File: src/core/ccde_pkg.sv
// ==========================================================
// Shared constants for the subroutine, clear and decrement group
// ==========================================================
package ccde_pkg;

  // ========================================================
  // Widths
  // ========================================================
  localparam int PC_W = 15;       // Program counter width
  localparam int ACC_W = 8;       // Accumulator and file data width
  localparam int LIT_W = 11;      // Immediate call operand width
  localparam int FADDR_W = 7;     // File register address width
  localparam int LATCH_W = 7;     // Upper-PC latch width
  localparam int OP_W = 4;        // Decoded operation code width
  localparam int GUARD_W = 8;     // Guard timer count width

  // ========================================================
  // Field positions
  // ========================================================
  localparam int IMM_LATCH_HI = 6;  // Latch bits used by immediate call
  localparam int IMM_LATCH_LO = 3;
  localparam int ACC_LATCH_HI = 6;  // Latch bits used by accumulator call

  // ========================================================
  // Reset and fixed values
  // ========================================================
  localparam logic [PC_W-1:0] PC_RESET = 15'h0000;
  localparam logic [PC_W-1:0] PC_STEP = 15'h0001;
  localparam logic [PC_W-1:0] PC_SKIP_STEP = 15'h0002;
  localparam logic [ACC_W-1:0] ACC_RESET = 8'h00;
  localparam logic [ACC_W-1:0] CLEAR_VALUE = 8'h00;
  localparam logic [ACC_W-1:0] DEC_STEP = 8'h01;
  localparam logic [GUARD_W-1:0] GUARD_CLEAR = 8'h00;
  localparam logic [GUARD_W-1:0] GUARD_LAST = 8'hFF;
  localparam logic NULL_RESET = 1'b0;
  localparam logic FLAG_N_RESET = 1'b1;   // Active-low flags idle high

  // ========================================================
  // Timing counts
  // ========================================================
  localparam int ICYC_CLKS_DEF = 4;       // Core clocks per instruction
  localparam int GUARD_PRESC_DEF = 16;    // Core clocks per guard tick

  // ========================================================
  // Decoded operations presented by the fetch stage
  // ========================================================
  typedef enum logic [OP_W-1:0] {
    OP_NOP        = 4'h0,
    OP_CALL_IMM   = 4'h1,
    OP_CALL_ACC   = 4'h2,
    OP_GUARD      = 4'h3,
    OP_COMPLEMENT = 4'h4,
    OP_CLEAR_FILE = 4'h5,
    OP_CLEAR_ACC  = 4'h6,
    OP_DECREMENT  = 4'h7,
    OP_DEC_SKIP   = 4'h8
  } ccde_op_t;

  // Execution states, one-hot
  typedef enum logic [1:0] {
    ST_RUN     = 2'b01,
    ST_DISCARD = 2'b10
  } ccde_state_t;

endpackage

File: src/core/ccde_alu.sv
`timescale 1ns/1ns
// ==========================================================
// Result path for the single-operand file operations
// ==========================================================
module ccde_alu (
  input logic [3:0] op_code,
  input logic [7:0] file_val,
  output logic [7:0] result,
  output logic result_zero
);

  // Pure combinational, so the main module can register it
  always_comb begin
    case (op_code)
      ccde_pkg::OP_COMPLEMENT: result = ~file_val;
      ccde_pkg::OP_DECREMENT: result = file_val - ccde_pkg::DEC_STEP;
      ccde_pkg::OP_DEC_SKIP: result = file_val - ccde_pkg::DEC_STEP;
      ccde_pkg::OP_CLEAR_FILE: result = ccde_pkg::CLEAR_VALUE;
      ccde_pkg::OP_CLEAR_ACC: result = ccde_pkg::CLEAR_VALUE;
      default: result = file_val;
    endcase
  end

  // Zero detect drives both the null flag and the skip
  assign result_zero = (result == ccde_pkg::CLEAR_VALUE);

endmodule

File: src/core/ccde_exec.sv
`timescale 1ns/1ns
module ccde_exec #(
  parameter int ICYC_CLKS = ccde_pkg::ICYC_CLKS_DEF,
  parameter int GUARD_PRESC = ccde_pkg::GUARD_PRESC_DEF
) (
  input logic core_clk,
  input logic reset,
  input logic op_valid,
  input logic [3:0] op_code,
  input logic [10:0] op_lit,
  input logic [6:0] op_file,
  input logic op_dest,
  input logic [7:0] file_rd_data,
  input logic [6:0] upper_pc_latch,
  input logic sleep_enter,
  output logic [14:0] pc,
  output logic stack_push,
  output logic [14:0] stack_top,
  output logic [7:0] acc,
  output logic null_flag,
  output logic file_wr_en,
  output logic [6:0] file_wr_addr,
  output logic [7:0] file_wr_data,
  output logic discard,
  output logic expiry_flag_n,
  output logic sleep_flag_n,
  output logic [7:0] guard_timer_count,
  output logic icyc_en
);

  // ========================================================
  // Elaboration checks
  // ========================================================
  // A divider of one would leave no room for the fetch stage
  if (ICYC_CLKS < 2) begin : g_bad_icyc
    $error("ICYC_CLKS must be at least 2");
  end
  if (GUARD_PRESC < 2) begin : g_bad_presc
    $error("GUARD_PRESC must be at least 2");
  end

  localparam int DIV_W = $clog2(ICYC_CLKS);
  localparam int PRE_W = $clog2(GUARD_PRESC);
  localparam logic [DIV_W-1:0] DIV_LAST = DIV_W'(ICYC_CLKS - 1);
  localparam logic [DIV_W-1:0] DIV_ZERO = '0;
  localparam logic [PRE_W-1:0] PRE_LAST = PRE_W'(GUARD_PRESC - 1);
  localparam logic [PRE_W-1:0] PRE_ZERO = '0;

  // ========================================================
  // State and registers
  // ========================================================
  logic [DIV_W-1:0] div_reg;          // Core clocks into the cycle
  logic icyc_en_reg;                  // One pulse per instruction
  ccde_pkg::ccde_state_t state_reg;   // Run or discard
  logic [14:0] pc_reg;                // Address of current op
  logic push_reg;                     // Stack push strobe
  logic [14:0] push_data_reg;         // Return address
  logic [7:0] acc_reg;                // Accumulator
  logic null_reg;                     // Null-result flag
  logic wr_en_reg;                    // File write strobe
  logic [6:0] wr_addr_reg;            // File write address
  logic [7:0] wr_data_reg;            // File write data
  logic expiry_n_reg;                 // Active-low expiry flag
  logic sleep_n_reg;                  // Active-low sleep flag
  logic [PRE_W-1:0] presc_reg;        // Guard prescaler
  logic [7:0] guard_reg;              // Guard count

  // Decode helpers
  logic take;          // An op is accepted this core clock
  logic is_call_imm;
  logic is_call_acc;
  logic is_guard;
  logic is_fileop;     // Complement, decrement, decrement-skip
  logic to_file;       // Result goes back to the file register
  logic to_acc;        // Result goes to the accumulator
  logic skip_now;      // Decrement-skip reached zero
  logic [7:0] alu_result;
  logic alu_zero;

  // ========================================================
  // Result path
  // ========================================================
  ccde_alu u_alu (
    .op_code(op_code),
    .file_val(file_rd_data),
    .result(alu_result),
    .result_zero(alu_zero)
  );

  // Ops are only accepted on the cycle pulse while running;
  // during discard the presented op is dropped as a no-op
  assign take = icyc_en_reg && (state_reg == ccde_pkg::ST_RUN) &&
                op_valid;
  assign is_call_imm = take && (op_code == ccde_pkg::OP_CALL_IMM);
  assign is_call_acc = take && (op_code == ccde_pkg::OP_CALL_ACC);
  assign is_guard = take && (op_code == ccde_pkg::OP_GUARD);
  assign is_fileop = (op_code == ccde_pkg::OP_COMPLEMENT) ||
                     (op_code == ccde_pkg::OP_DECREMENT) ||
                     (op_code == ccde_pkg::OP_DEC_SKIP);
  // Destination select for single-operand ops
  assign to_file = take && ((is_fileop && op_dest) ||
                   (op_code == ccde_pkg::OP_CLEAR_FILE));
  assign to_acc = take && ((is_fileop && !op_dest) ||
                  (op_code == ccde_pkg::OP_CLEAR_ACC));
  assign skip_now = take && (op_code == ccde_pkg::OP_DEC_SKIP) &&
                    alu_zero;

  // ========================================================
  // Instruction cycle divider
  // ========================================================
  // One enable pulse every ICYC_CLKS core clocks
  always_ff @(posedge core_clk) begin
    if (reset) begin
      div_reg <= DIV_ZERO;
      icyc_en_reg <= 1'b0;
    end else if (div_reg == DIV_LAST) begin
      div_reg <= DIV_ZERO;
      icyc_en_reg <= 1'b1;
    end else begin
      div_reg <= div_reg + DIV_W'(1);
      icyc_en_reg <= 1'b0;
    end
  end

  // ========================================================
  // Execution state
  // ========================================================
  // Calls and a taken skip spend one extra cycle discarding
  always_ff @(posedge core_clk) begin
    if (reset) begin
      state_reg <= ccde_pkg::ST_RUN;
    end else begin
      case (state_reg)
        ccde_pkg::ST_RUN: begin
          if (is_call_imm || is_call_acc || skip_now) begin
            state_reg <= ccde_pkg::ST_DISCARD;
          end
        end
        ccde_pkg::ST_DISCARD: begin
          // Second cycle executes as a no-op, then run again
          if (icyc_en_reg) begin
            state_reg <= ccde_pkg::ST_RUN;
          end
        end
        default: state_reg <= ccde_pkg::ST_RUN;
      endcase
    end
  end

  // ========================================================
  // Program counter
  // ========================================================
  // Held during the discard cycle; the target is already loaded
  always_ff @(posedge core_clk) begin
    if (reset) begin
      pc_reg <= ccde_pkg::PC_RESET;
    end else if (is_call_imm) begin
      pc_reg <= {upper_pc_latch[ccde_pkg::IMM_LATCH_HI:
                                ccde_pkg::IMM_LATCH_LO],
                 op_lit};
    end else if (is_call_acc) begin
      pc_reg <= {upper_pc_latch[ccde_pkg::ACC_LATCH_HI:0],
                 acc_reg};
    end else if (skip_now) begin
      // Step over the discarded instruction
      pc_reg <= pc_reg + ccde_pkg::PC_SKIP_STEP;
    end else if (take) begin
      pc_reg <= pc_reg + ccde_pkg::PC_STEP;
    end
  end

  // ========================================================
  // Return stack push
  // ========================================================
  // Push strobe lasts one core clock, data stands until next push
  always_ff @(posedge core_clk) begin
    if (reset) begin
      push_reg <= 1'b0;
      push_data_reg <= ccde_pkg::PC_RESET;
    end else if (is_call_imm || is_call_acc) begin
      push_reg <= 1'b1;
      push_data_reg <= pc_reg + ccde_pkg::PC_STEP;
    end else begin
      push_reg <= 1'b0;
    end
  end

  // ========================================================
  // Accumulator
  // ========================================================
  always_ff @(posedge core_clk) begin
    if (reset) begin
      acc_reg <= ccde_pkg::ACC_RESET;
    end else if (to_acc) begin
      // Clear, complement or decrement result
      acc_reg <= alu_result;
    end
  end

  // ========================================================
  // File register write port
  // ========================================================
  // Write strobe is one core clock wide
  always_ff @(posedge core_clk) begin
    if (reset) begin
      wr_en_reg <= 1'b0;
      wr_addr_reg <= 7'h00;
      wr_data_reg <= ccde_pkg::CLEAR_VALUE;
    end else if (to_file) begin
      wr_en_reg <= 1'b1;
      wr_addr_reg <= op_file;
      wr_data_reg <= alu_result;
    end else begin
      wr_en_reg <= 1'b0;
    end
  end

  // ========================================================
  // Null-result flag
  // ========================================================
  // Decrement-skip, calls and guard restart leave it alone
  always_ff @(posedge core_clk) begin
    if (reset) begin
      null_reg <= ccde_pkg::NULL_RESET;
    end else if (take) begin
      case (op_code)
        ccde_pkg::OP_CLEAR_FILE: null_reg <= 1'b1;
        ccde_pkg::OP_CLEAR_ACC: null_reg <= 1'b1;
        ccde_pkg::OP_COMPLEMENT: null_reg <= alu_zero;
        ccde_pkg::OP_DECREMENT: null_reg <= alu_zero;
        default: null_reg <= null_reg;
      endcase
    end
  end

  // ========================================================
  // Guard timer
  // ========================================================
  // Restart wins over a tick in the same clock, so a timely
  // restart can never be overtaken by an expiry
  always_ff @(posedge core_clk) begin
    if (reset || is_guard) begin
      presc_reg <= PRE_ZERO;
      guard_reg <= ccde_pkg::GUARD_CLEAR;
    end else if (presc_reg == PRE_LAST) begin
      presc_reg <= PRE_ZERO;
      guard_reg <= guard_reg + 8'h01;
    end else begin
      presc_reg <= presc_reg + PRE_W'(1);
    end
  end

  // Status flags: restart sets both, hardware events clear
  always_ff @(posedge core_clk) begin
    if (reset || is_guard) begin
      expiry_n_reg <= ccde_pkg::FLAG_N_RESET;
      sleep_n_reg <= ccde_pkg::FLAG_N_RESET;
    end else begin
      if (presc_reg == PRE_LAST && guard_reg == ccde_pkg::GUARD_LAST) begin
        expiry_n_reg <= 1'b0;
      end
      if (sleep_enter) begin
        sleep_n_reg <= 1'b0;
      end
    end
  end

  // ========================================================
  // Outputs
  // ========================================================
  assign pc = pc_reg;
  assign stack_push = push_reg;
  assign stack_top = push_data_reg;
  assign acc = acc_reg;
  assign null_flag = null_reg;
  assign file_wr_en = wr_en_reg;
  assign file_wr_addr = wr_addr_reg;
  assign file_wr_data = wr_data_reg;
  assign discard = state_reg[1];
  assign expiry_flag_n = expiry_n_reg;
  assign sleep_flag_n = sleep_n_reg;
  assign guard_timer_count = guard_reg;
  assign icyc_en = icyc_en_reg;
endmodule

File: config.mk
export PLATFORM = sky130hd
export DESIGN_NAME = ccde_exec
export DESIGN_NICKNAME = d
export VERILOG_FILES = /design/src/core/ccde_pkg.sv /design/src/core/ccde_alu.sv /design/src/core/ccde_exec.sv
export SDC_FILE = /design/constraint.sdc
export NUM_CORES = 1
export LEC_CHECK = 0
export ABC_AREA = 1
export BUFFER_PORTS_ARGS = -buffer_cell sky130_fd_sc_hd__buf_4
export CORE_MARGIN = 10
export CORE_UTILIZATION = 53
export DETAILED_ROUTE_END_ITERATION = 7
export PLACE_DENSITY = 0.81
export SYNTH_ARGS = -nofsm -noshare
export SYNTH_HDL_FRONTEND = slang
export SYNTH_SLANG_ARGS = --single-unit
export TNS_END_PERCENT = 100
File: constraint.sdc
create_clock -name core_clk -period 3 [get_ports core_clk]
set_clock_uncertainty 0.1 [all_clocks]
set_input_delay 0.6 -clock core_clk [delete_from_list [all_inputs] [get_ports core_clk]]
set_output_delay 0.6 -clock core_clk [all_outputs]
set_load 0.05 [all_outputs]
# Word level (Yosys, flattened, before mapping)
# Index checks and enable logic that the tools add are counted.
# W data, S select, Z words.
# word_totals
regBits,75
output_inout_bits,68
input_bits,42
# op_classes
n_addsub,6
reduce_logical,30
muxes,12
eq_ne,15
n_bitwise,1
# ops
op,count
$mux W15,4
$pmux W8 S3,1
$eq A4 B3 Y1 const B,4
$add A15 B1 Y15 const B,1
$add A15 B2 Y15 const B,1
$logic_and A1 B1 Y1,12
$reduce_or A2 Y1,5
$add A8 B1 Y8 const B,1
$eq A4 B2 Y1 const B,2
$eq A4 B4 Y1 const B,2
$eq A8 B8 Y1 const B,1
$logic_not A8 Y1,1
$not A8 Y8,1
$sub A8 B1 Y8 const B,1
$logic_or A1 B1 Y1,7
$add A4 B1 Y4 const B,1
$eq A2 B2 Y1 const B,2
$eq A4 B1 Y1 const B,1
$mux W2,2
$pmux W2 S2,1
$reduce_and A2 Y1,2
$reduce_bool A4 Y1,1
$mux W1,3
$add A2 B1 Y2 const B,1
other kinds (6),6

# Logic depth before layout (Yosys ltp)
# Gate-level depths: netlist of the first run.
# depth
word_depth,8
depth_mapped,17

# By module
# Synthesis of the first run repeated with hierarchy kept, for this count alone.
# hier_totals
hier_cells,598
hier_area_um2,4102.7
# modules_own_cells
mod,area_each_um2,cells_each,seq_area_each_um2,instances
ccde_exec,3703.6,513,1501.4,1
ccde_alu,399.1,85,0.0,1

# Worst setup path before layout of the first run
# No wires, ideal clock.
# synth_timing
path_type,input-to-reg
from,input file_rd_data[0]
to,register pc_reg[9] (netlist: pc[9])
stages,14
setup_slack_ns,0.702
arrival_time_ns,2.068
setup_time_ns,0.131
path_buffers,1
cell_sequence,inv_1 -> ha_1 -> xor2_1 -> nand2_1 -> o21ai_1 -> nor2_2 -> nand2_1 -> nor2_4 -> nand3_4 -> buf_6 -> a21oi_1 -> o21ai_1 -> nand2_1 -> a21oi_2
# synth_via
elab_chain_len,7
# synth_lines
element,line,text
from (decl),ccde_exec.sv:13,"input logic [7:0] file_rd_data,"
$sub A8 B1 Y8 / $not A8 Y8 (equally long branches),"ccde_alu.sv:16, ccde_alu.sv:17, ccde_alu.sv:15",
$pmux W8 S3 *,ccde_alu.sv:14,case (op_code)
$logic_not A8 Y1 *,ccde_alu.sv:25,assign result_zero = (result == ccde_pkg::CLEAR_VALUE);
$logic_and A1 B1 Y1 *,ccde_exec.sv:105,assign skip_now = take && (op_code == ccde_pkg::OP_DEC_SKIP) &&
$mux W15,ccde_exec.sv:164,end else if (skip_now) begin
$mux W15,ccde_exec.sv:161,end else if (is_call_acc) begin
$mux W15,ccde_exec.sv:157,end else if (is_call_imm) begin
to (signal assigned),ccde_exec.sv:158,pc_reg <= {upper_pc_latch[ccde_pkg::IMM_LATCH_HI:
to (signal assigned),ccde_exec.sv:162,"pc_reg <= {upper_pc_latch[ccde_pkg::ACC_LATCH_HI:0],"
to (signal assigned),ccde_exec.sv:166,pc_reg <= pc_reg + ccde_pkg::PC_SKIP_STEP;
to (decl),ccde_exec.sv:55,logic [14:0] pc_reg;
# Every way passes the cells marked *; elsewhere a longest branch is shown, timed or not.
# A chain may end at the register's enable or synchronous reset.

# Worst setup path in the final report of the first run
# layout_timing
from,input file_rd_data[0]
to,register pc_reg[5] (netlist: pc[5])
# The elaborated chain is that of the path after synthesis.

==> impl_metrics.env, run 1 <==
export IMPL_status="finished, final reports clean"
export IMPL_clk_path_buf_depth=2
export IMPL_clk_pin_slew_ns=0.08
export IMPL_power_leakage_nw=2.41
export IMPL_synth_top_area_share_pct=37.8
export IMPL_place_inst=771
export IMPL_endpoint="pc[5]$_SDFFE_PP0P_"
export IMPL_report_final_hold_viol_count=0
export IMPL_p_comb_share_pct=10.9
export IMPL_setup_violations_final=0
export IMPL_critical_path_class="in2reg"
export IMPL_layout_commonest_cell="buf_4"
export IMPL_start_kind="input pin"
export IMPL_syn_area_sq_mm=0.00397
export IMPL_final_core_util_pct=69.7
export IMPL_seq_power_share_pct=50.6
export IMPL_rr_startpoint="pc[0]$_SDFFE_PP0P_"
export IMPL_regToRegSetupSlack_ns=0.64
export IMPL_crit_arrival_ns=2.60
export IMPL_ir_drop_uv=318
export IMPL_die_height_microns=107
export IMPL_pre_cts_ws_ns=0.238
export IMPL_crit_buf_inv=2
export IMPL_drive_gt1_share_pct=23.6
export IMPL_end_kind="flop"
export IMPL_io_pins=110
export IMPL_core_sq_mm=0.00725
export IMPL_grt_setup_unrepaired="no"
export IMPL_avgViaCountPerCell=5.27
export IMPL_finalWorstSetupSlack_ns=0.530
export IMPL_antenna_found_initial=0
export IMPL_drt_pass1_iter_count=5
export IMPL_htreeDepth=3
export IMPL_syn_to_final_growth_pct=27.5
export IMPL_p_per_area_mw_per_mm2=399
export IMPL_swShare_pct=25.9
export IMPL_drtAntennaViolNets=0
export IMPL_clkPwrFrac_pct=38.6
export IMPL_cts_setup_buffers=0
export IMPL_ctsResizeCount=0
export IMPL_hpwl_microns=9240
export IMPL_clkSinkCount=75
export IMPL_slew_headroom_pct=51.9
export IMPL_rows=31
export IMPL_worstPathCellList="buf_4, inv_1, ha_1, nand4_1, nand2_1, nand3_1, nand2_1, nand2_1, nor2_4, nand3_4, nand2_1, o21ai_2, o21bai_1, a21oi_1"
export IMPL_drv_slew=0
export IMPL_cp_depth=14
export IMPL_drc=0
export IMPL_grt_pass1_vias=4056
export IMPL_yosys_area_top_type="dfxtp_1"
export IMPL_multi_input_area_sq_mm=0.00213
export IMPL_grt_remaining_overflow=0
export IMPL_hold_path_class="in2reg"
export IMPL_cp_startpoint="file_rd_data[0]"
export IMPL_cp_required_ns=3.13
export IMPL_dr_total_vias=4136
export IMPL_critical_path_slowest_cell="nand3_4"
export IMPL_cts_tree="yes"
export IMPL_ys_seq_area_share_pct=37.8
export IMPL_grt_usage_pct=20.7
export IMPL_hold_buffers=0
export IMPL_cp_common_cell="nand2_1"
export IMPL_grt_max_degree=45
export IMPL_initial_core_util_pct=54.7
export IMPL_postSynthCellCount=577
export IMPL_layout_common_cells="buf_4 (117), nand2_1 (104), nor2_1 (81)"
export IMPL_synth_area_leaders="dfxtp_1 (38%), nand2_1 (9.8%), nor2_1 (7.7%), o21ai_0 (7.3%), a21oi_1 (6.6%)"
export IMPL_fin_tns_setup_ns=0
export IMPL_syn_avg_cell_area_sq_um=6.88
export IMPL_drv_cap=0
export IMPL_regArea_sq_mm=0.00150
export IMPL_worstRegToRegCells=9
export IMPL_p_int_mw=1.49
export IMPL_antennaDiodeCount=0
export IMPL_max_stage_delay_ns=0.29
export IMPL_chipWidth_microns=107
export IMPL_fillCellCount=627
export IMPL_worstPathMaxFanout=26
export IMPL_ys_seq_elements=75
export IMPL_port_buffer_count=109
export IMPL_ctsRootBufferMaster="clkbuf_8"
export IMPL_nets=731
export IMPL_gp_congestion=0.928
export IMPL_drt_iter0_drc=215
export IMPL_synth_cell_types=37
export IMPL_clk_latency_ns=0.35
export IMPL_rr_endpoint="pc[14]$_SDFFE_PP0P_"
export IMPL_power_switching_mw=0.523
export IMPL_yosys_warnings=0
export IMPL_final_cell_count_no_fill=785
export IMPL_routedWlPerCell_microns=15.3
export IMPL_max_freq_ghz=0.405
export IMPL_post_route_period_util_pct=82.3
export IMPL_crit_family="simple AND/OR/NAND/NOR gates"
export IMPL_syn_nets=625
export IMPL_period_needed_ns=2.47
export IMPL_tightest_slew_ns=0.721
export IMPL_dieArea_sq_mm=0.0113
export IMPL_grt_pass1_wl_microns=19400
export IMPL_cts_buffers=9
export IMPL_totalWireLength_microns=12000
==> per-stage QoR <==
| stage | cell area (sq um) | total power [mW] | hold slack [ns] |
|---|---|---|---|
| 2_1_floorplan | 3970 | 1.17 | 0.308 |
| 5_1_grt | 5060 | 2.09 | 0.349 |
| 3_3_place_gp | 4870 | 1.26 | 0.315 |
| 4_1_cts | 5060 | 2.03 | 0.322 |
| 6_report | 5060 | 2.02 | 0.332 |
| 3_5_place_dp | 4870 | 1.26 | 0.332 |
==> per-layer routing <==
layer	share of wire (%)	global-route usage [%]	up-vias
met5	0	0	-
met4	2.5	8.41	0
met3	8.2	6.46	26
met2	47	35.2	150
met1	42	23.6	1876
li1	-	-	2084
==> kinds of logic after synthesis <==
kind of cell    count (synthesis)  synth area share (%)
compound gates                134                  18.1
buf+inv                        85                  8.48
xor+xnor                       24                  5.30
simple gates                  253                  28.4
flops                          75                  37.8
fa+ha+maj                       6                  1.89
==> worst min-delay path by stage <==
stage	startpoint	end	slack [ns]	cells after the start
5_1_grt	sleep_enter	sleep_flag_n$_SDFFE_PP1P_	0.35	2
3_3_place_gp	div_reg[0]$_SDFF_PP0_	div_reg[0]$_SDFF_PP0_	0.32	1
2_1_floorplan	div_reg[0]$_SDFF_PP0_	div_reg[0]$_SDFF_PP0_	0.31	1
3_5_place_dp	div_reg[0]$_SDFF_PP0_	div_reg[0]$_SDFF_PP0_	0.33	1
4_1_cts	sleep_enter	sleep_flag_n$_SDFFE_PP1P_	0.32	2
6_report	sleep_enter	sleep_flag_n$_SDFFE_PP1P_	0.33	2
==> power groups by stage <==
stage	sequential (mW)	combinational (mW)	clock (mW)
after floorplan	1.06	0.106	0
after global placement	1.04	0.213	0
after global routing	1.02	0.240	0.823
final	1.02	0.219	0.777
after CTS	1.02	0.217	0.791
after detailed placement	1.04	0.216	0
==> cell type report <==
cell class,instances,share of cell area [%]
Clock buffer,10,2.72
Clock inverter,4,1.01
Inverter,63,4.67
Multi-Input combinational cell,417,42.1
Sequential cell,75,29.7
Tap cell,99,2.45
Timing Repair Buffer,117,17.4
==> Yosys cell counts <==
cell type  number
a211oi_1        1
buf_2           2
nand3b_1        1
ha_1            6
xnor2_1         5
o21ai_2         4
a31oi_1         1
o21ai_1         7
inv_1          55
nor3_1          7
o21bai_1        4
o21ai_0        58
nand2_4         2
inv_2           6
o211ai_1        2
nand3_4         1
o31ai_1         1
clkbuf_1       17
a221oi_1        2
nor3b_1         3
nand4_1         8
nand2_1       104
a21oi_1        52
nand3_2         2
xor2_1         19
buf_6           2
nand2_2         8
nand3_1        28
nor2_4          3
dfxtp_1        75
buf_1           1
and2_1          1
o22ai_1         1
nor2_2          4
a21oi_2         1
clkinv_1        2
nor2_1         81
Note: power is estimated with default switching activity, not from simulation.
==> run 2: changes to the inputs <==
- ABC_AREA: 1 -> 0
- clock period: 3 -> 2.3 ns (I/O delays scaled with it)
==> impl_metrics.env, run 2 <==
export IMPL_report_final_hold_viol_count=0
export IMPL_tightest_slew_ns=0.421
export IMPL_critical_path_slowest_cell="a2111o_1"
export IMPL_min_to="sleep_flag_n$_SDFFE_PP1P_"
export IMPL_drtAntennaViolNets=0
export IMPL_ys_seq_area_share_pct=37.3
export IMPL_clk_pin_slew_ns=0.09
export IMPL_finalWorstSetupSlack_ns=-0.625
export IMPL_status="finished, violations left"
export IMPL_drt_pass1_iter_count=5
export IMPL_syn_area_sq_mm=0.00403
export IMPL_synth_common_cells="dfxtp_1 (75), nor2_1 (68), nand2_1 (41)"
export IMPL_drv_slew=0
export IMPL_core_sq_mm=0.00733
export IMPL_fillCellCount=497
export IMPL_syn_nets=531
export IMPL_start_kind="input pin"
export IMPL_ctsRootBufferMaster="clkbuf_8"
export IMPL_cts_buffers=9
export IMPL_p_int_mw=1.94
export IMPL_hold_path_class="in2reg"
export IMPL_clk_path_buf_depth=2
export IMPL_crit_family="compound AO/OA/AOI/OAI gates"
export IMPL_htreeDepth=3
export IMPL_avgViaCountPerCell=5.94
export IMPL_synth_edff_count=0
export IMPL_worstPathMaxFanout=6
export IMPL_regArea_sq_mm=0.00150
export IMPL_syn_avg_cell_area_sq_um=8.34
export IMPL_io_pins=110
export IMPL_port_buffer_count=109
export IMPL_worstRegToRegCells=7
export IMPL_grt_usage_pct=23.1
export IMPL_drive_gt1_share_pct=36.3
export IMPL_clk_latency_ns=0.36
export IMPL_min_path_cells=2
export IMPL_grt_pass1_wl_microns=21900
export IMPL_die_height_microns=107
export IMPL_antenna_found_initial=0
export IMPL_drv_cap=0
export IMPL_layout_commonest_cell="buf_4"
export IMPL_swShare_pct=30.3
export IMPL_chipWidth_microns=107
export IMPL_async_reset_ff_share_pct=0
export IMPL_multi_input_area_sq_mm=0.00255
export IMPL_critical_path_class="in2reg"
export IMPL_setup_violations_final=18
export IMPL_worstPathCellList="buf_6, inv_4, ha_4, nor4bb_1, o21a_1, a221o_1, a2111o_1, nor4_4, buf_6, mux2i_1, mux2i_1, a2111oi_2"
export IMPL_slew_headroom_pct=71.9
export IMPL_grt_max_degree=34
export IMPL_max_stage_delay_ns=0.42
export IMPL_rows=31
export IMPL_yosys_area_top_type="dfxtp_1"
export IMPL_period_needed_ns=2.92
export IMPL_post_route_period_util_pct=127
export IMPL_p_per_area_mw_per_mm2=474
export IMPL_synth_area_leaders="dfxtp_1 (37%), nor2_1 (6.3%), mux2i_1 (6.0%), nand2_1 (3.8%), a211oi_1 (3.4%)"
export IMPL_postSynthCellCount=483
export IMPL_clkPwrFrac_pct=36.2
export IMPL_yosysMostFrequentCell="dfxtp_1"
export IMPL_cp_startpoint="file_rd_data[0]"
export IMPL_grt_setup_unrepaired="yes"
export IMPL_crit_buf_inv=3
export IMPL_p_comb_share_pct=15.3
export IMPL_initial_core_util_pct=55.0
export IMPL_antennaDiodeCount=0
export IMPL_dieArea_sq_mm=0.0115
export IMPL_hpwl_microns=10200
export IMPL_violations="setup timing"
export IMPL_ys_seq_elements=75
export IMPL_gp_congestion=0.906
export IMPL_crit_arrival_ns=3.08
export IMPL_synthFlopType="dfxtp_1"
export IMPL_layout_common_cells="buf_4 (170), dfxtp_1 (73), nor2_1 (66)"
export IMPL_power_leakage_nw=2.39
export IMPL_rr_startpoint="state_reg[1]$_SDFFE_PP0P_"
export IMPL_syn_to_final_growth_pct=45.3
export IMPL_synth_cell_types=66
export IMPL_dr_total_vias=4452
export IMPL_seq_power_share_pct=48.5
export IMPL_grt_remaining_overflow=0
export IMPL_place_inst=726
export IMPL_yosys_warnings=0
export IMPL_clkSinkCount=75
export IMPL_cts_tree="yes"
export IMPL_nets=693
export IMPL_end_kind="flop"
export IMPL_ir_drop_uv=409
export IMPL_fin_tns_setup_ns=-6.89
export IMPL_cp_required_ns=2.45
export IMPL_grt_pass1_vias=4517
export IMPL_regToRegSetupSlack_ns=0.06
export IMPL_min_from="sleep_enter"
export IMPL_power_switching_mw=0.840
export IMPL_max_freq_ghz=0.342
export IMPL_rr_endpoint="pc[10]$_SDFFE_PP0P_"
export IMPL_drc=0
export IMPL_final_cell_count_no_fill=749
export IMPL_routedWlPerCell_microns=18.6
export IMPL_drt_iter0_drc=319
export IMPL_synth_top_area_share_pct=37.3
export IMPL_totalWireLength_microns=13900
-- run 2: layer usage --
metal / vias to the layer above / routed length [microns] / track usage [%]
li1: 2092 / - / -
met1: 2081 / 5300 / 25.3
met2: 235 / 6730 / 39.0
met3: 44 / 1390 / 7.60
met4: 0 / 524 / 12.2
met5: - / 0 / 0
-- run 2: cell families after synthesis --
family | after synthesis | synth area share (%)
AND/OR/NAND/NOR | 193 | 24.4
AO/OA/AOI/OAI | 120 | 21.3
flip-flops | 75 | 37.3
buffers and inverters | 43 | 4.35
multiplexers | 25 | 6.24
XOR/XNOR | 21 | 4.57
adder cells (fa/ha/maj) | 6 | 1.86
-- run 2: repair_timing --
item	CTS	global route
resized for setup	28	22
buffers inserted	6	2
cloned	0	0
pin swaps	9	9
hold buffers	0	0
setup endpoints to repair	18	18
-- run 2: worst max-delay path by stage --
stage	depth (start not counted)	slack (ns)	endpoint
floorplan	9	-1.04	pc[12]$_SDFFE_PP0P_
global placement	11	-0.88	pc[12]$_SDFFE_PP0P_
detailed placement	12	-1.06	pc[10]$_SDFFE_PP0P_
CTS	9	-0.54	pc[12]$_SDFFE_PP0P_
global route	10	-0.74	pc[10]$_SDFFE_PP0P_
finish	12	-0.62	pc[10]$_SDFFE_PP0P_
-- run 2: power groups by stage --
stage / registers (mW) / logic [mW] / clock network [mW]
floorplan: 1.41 / 0.161 / 0
global placement: 1.37 / 0.382 / 0
detailed placement: 1.38 / 0.389 / 0
CTS: 1.35 / 0.409 / 1.02
global route: 1.35 / 0.453 / 1.07
finish: 1.35 / 0.423 / 1.01
-- run 2: final cells by class --
cell class | instances | share of cell area (%)
clock buffers | 9 | 2.12
repair buffers | 183 | 24.6
multi-input cells | 365 | 43.5
inverters | 11 | 0.748
well taps | 99 | 2.12
clock inverters | 7 | 1.20
flip-flops and latches | 75 | 25.7
-- run 2: through the flow --
step	utilization (%)	setup WS, ns	cell area, sq um	hold WS [ns]	total power, mW
2_1_floorplan	-	-1.04	4070	0.307	1.57
3_5_place_dp	73.6	-1.06	5390	0.340	1.76
3_3_place_gp	73.6	-0.883	5390	0.315	1.75
5_1_grt	79.9	-0.737	5850	0.185	2.87
6_report	79.9	-0.625	5850	0.192	2.78
4_1_cts	78.4	-0.535	5750	0.179	2.77
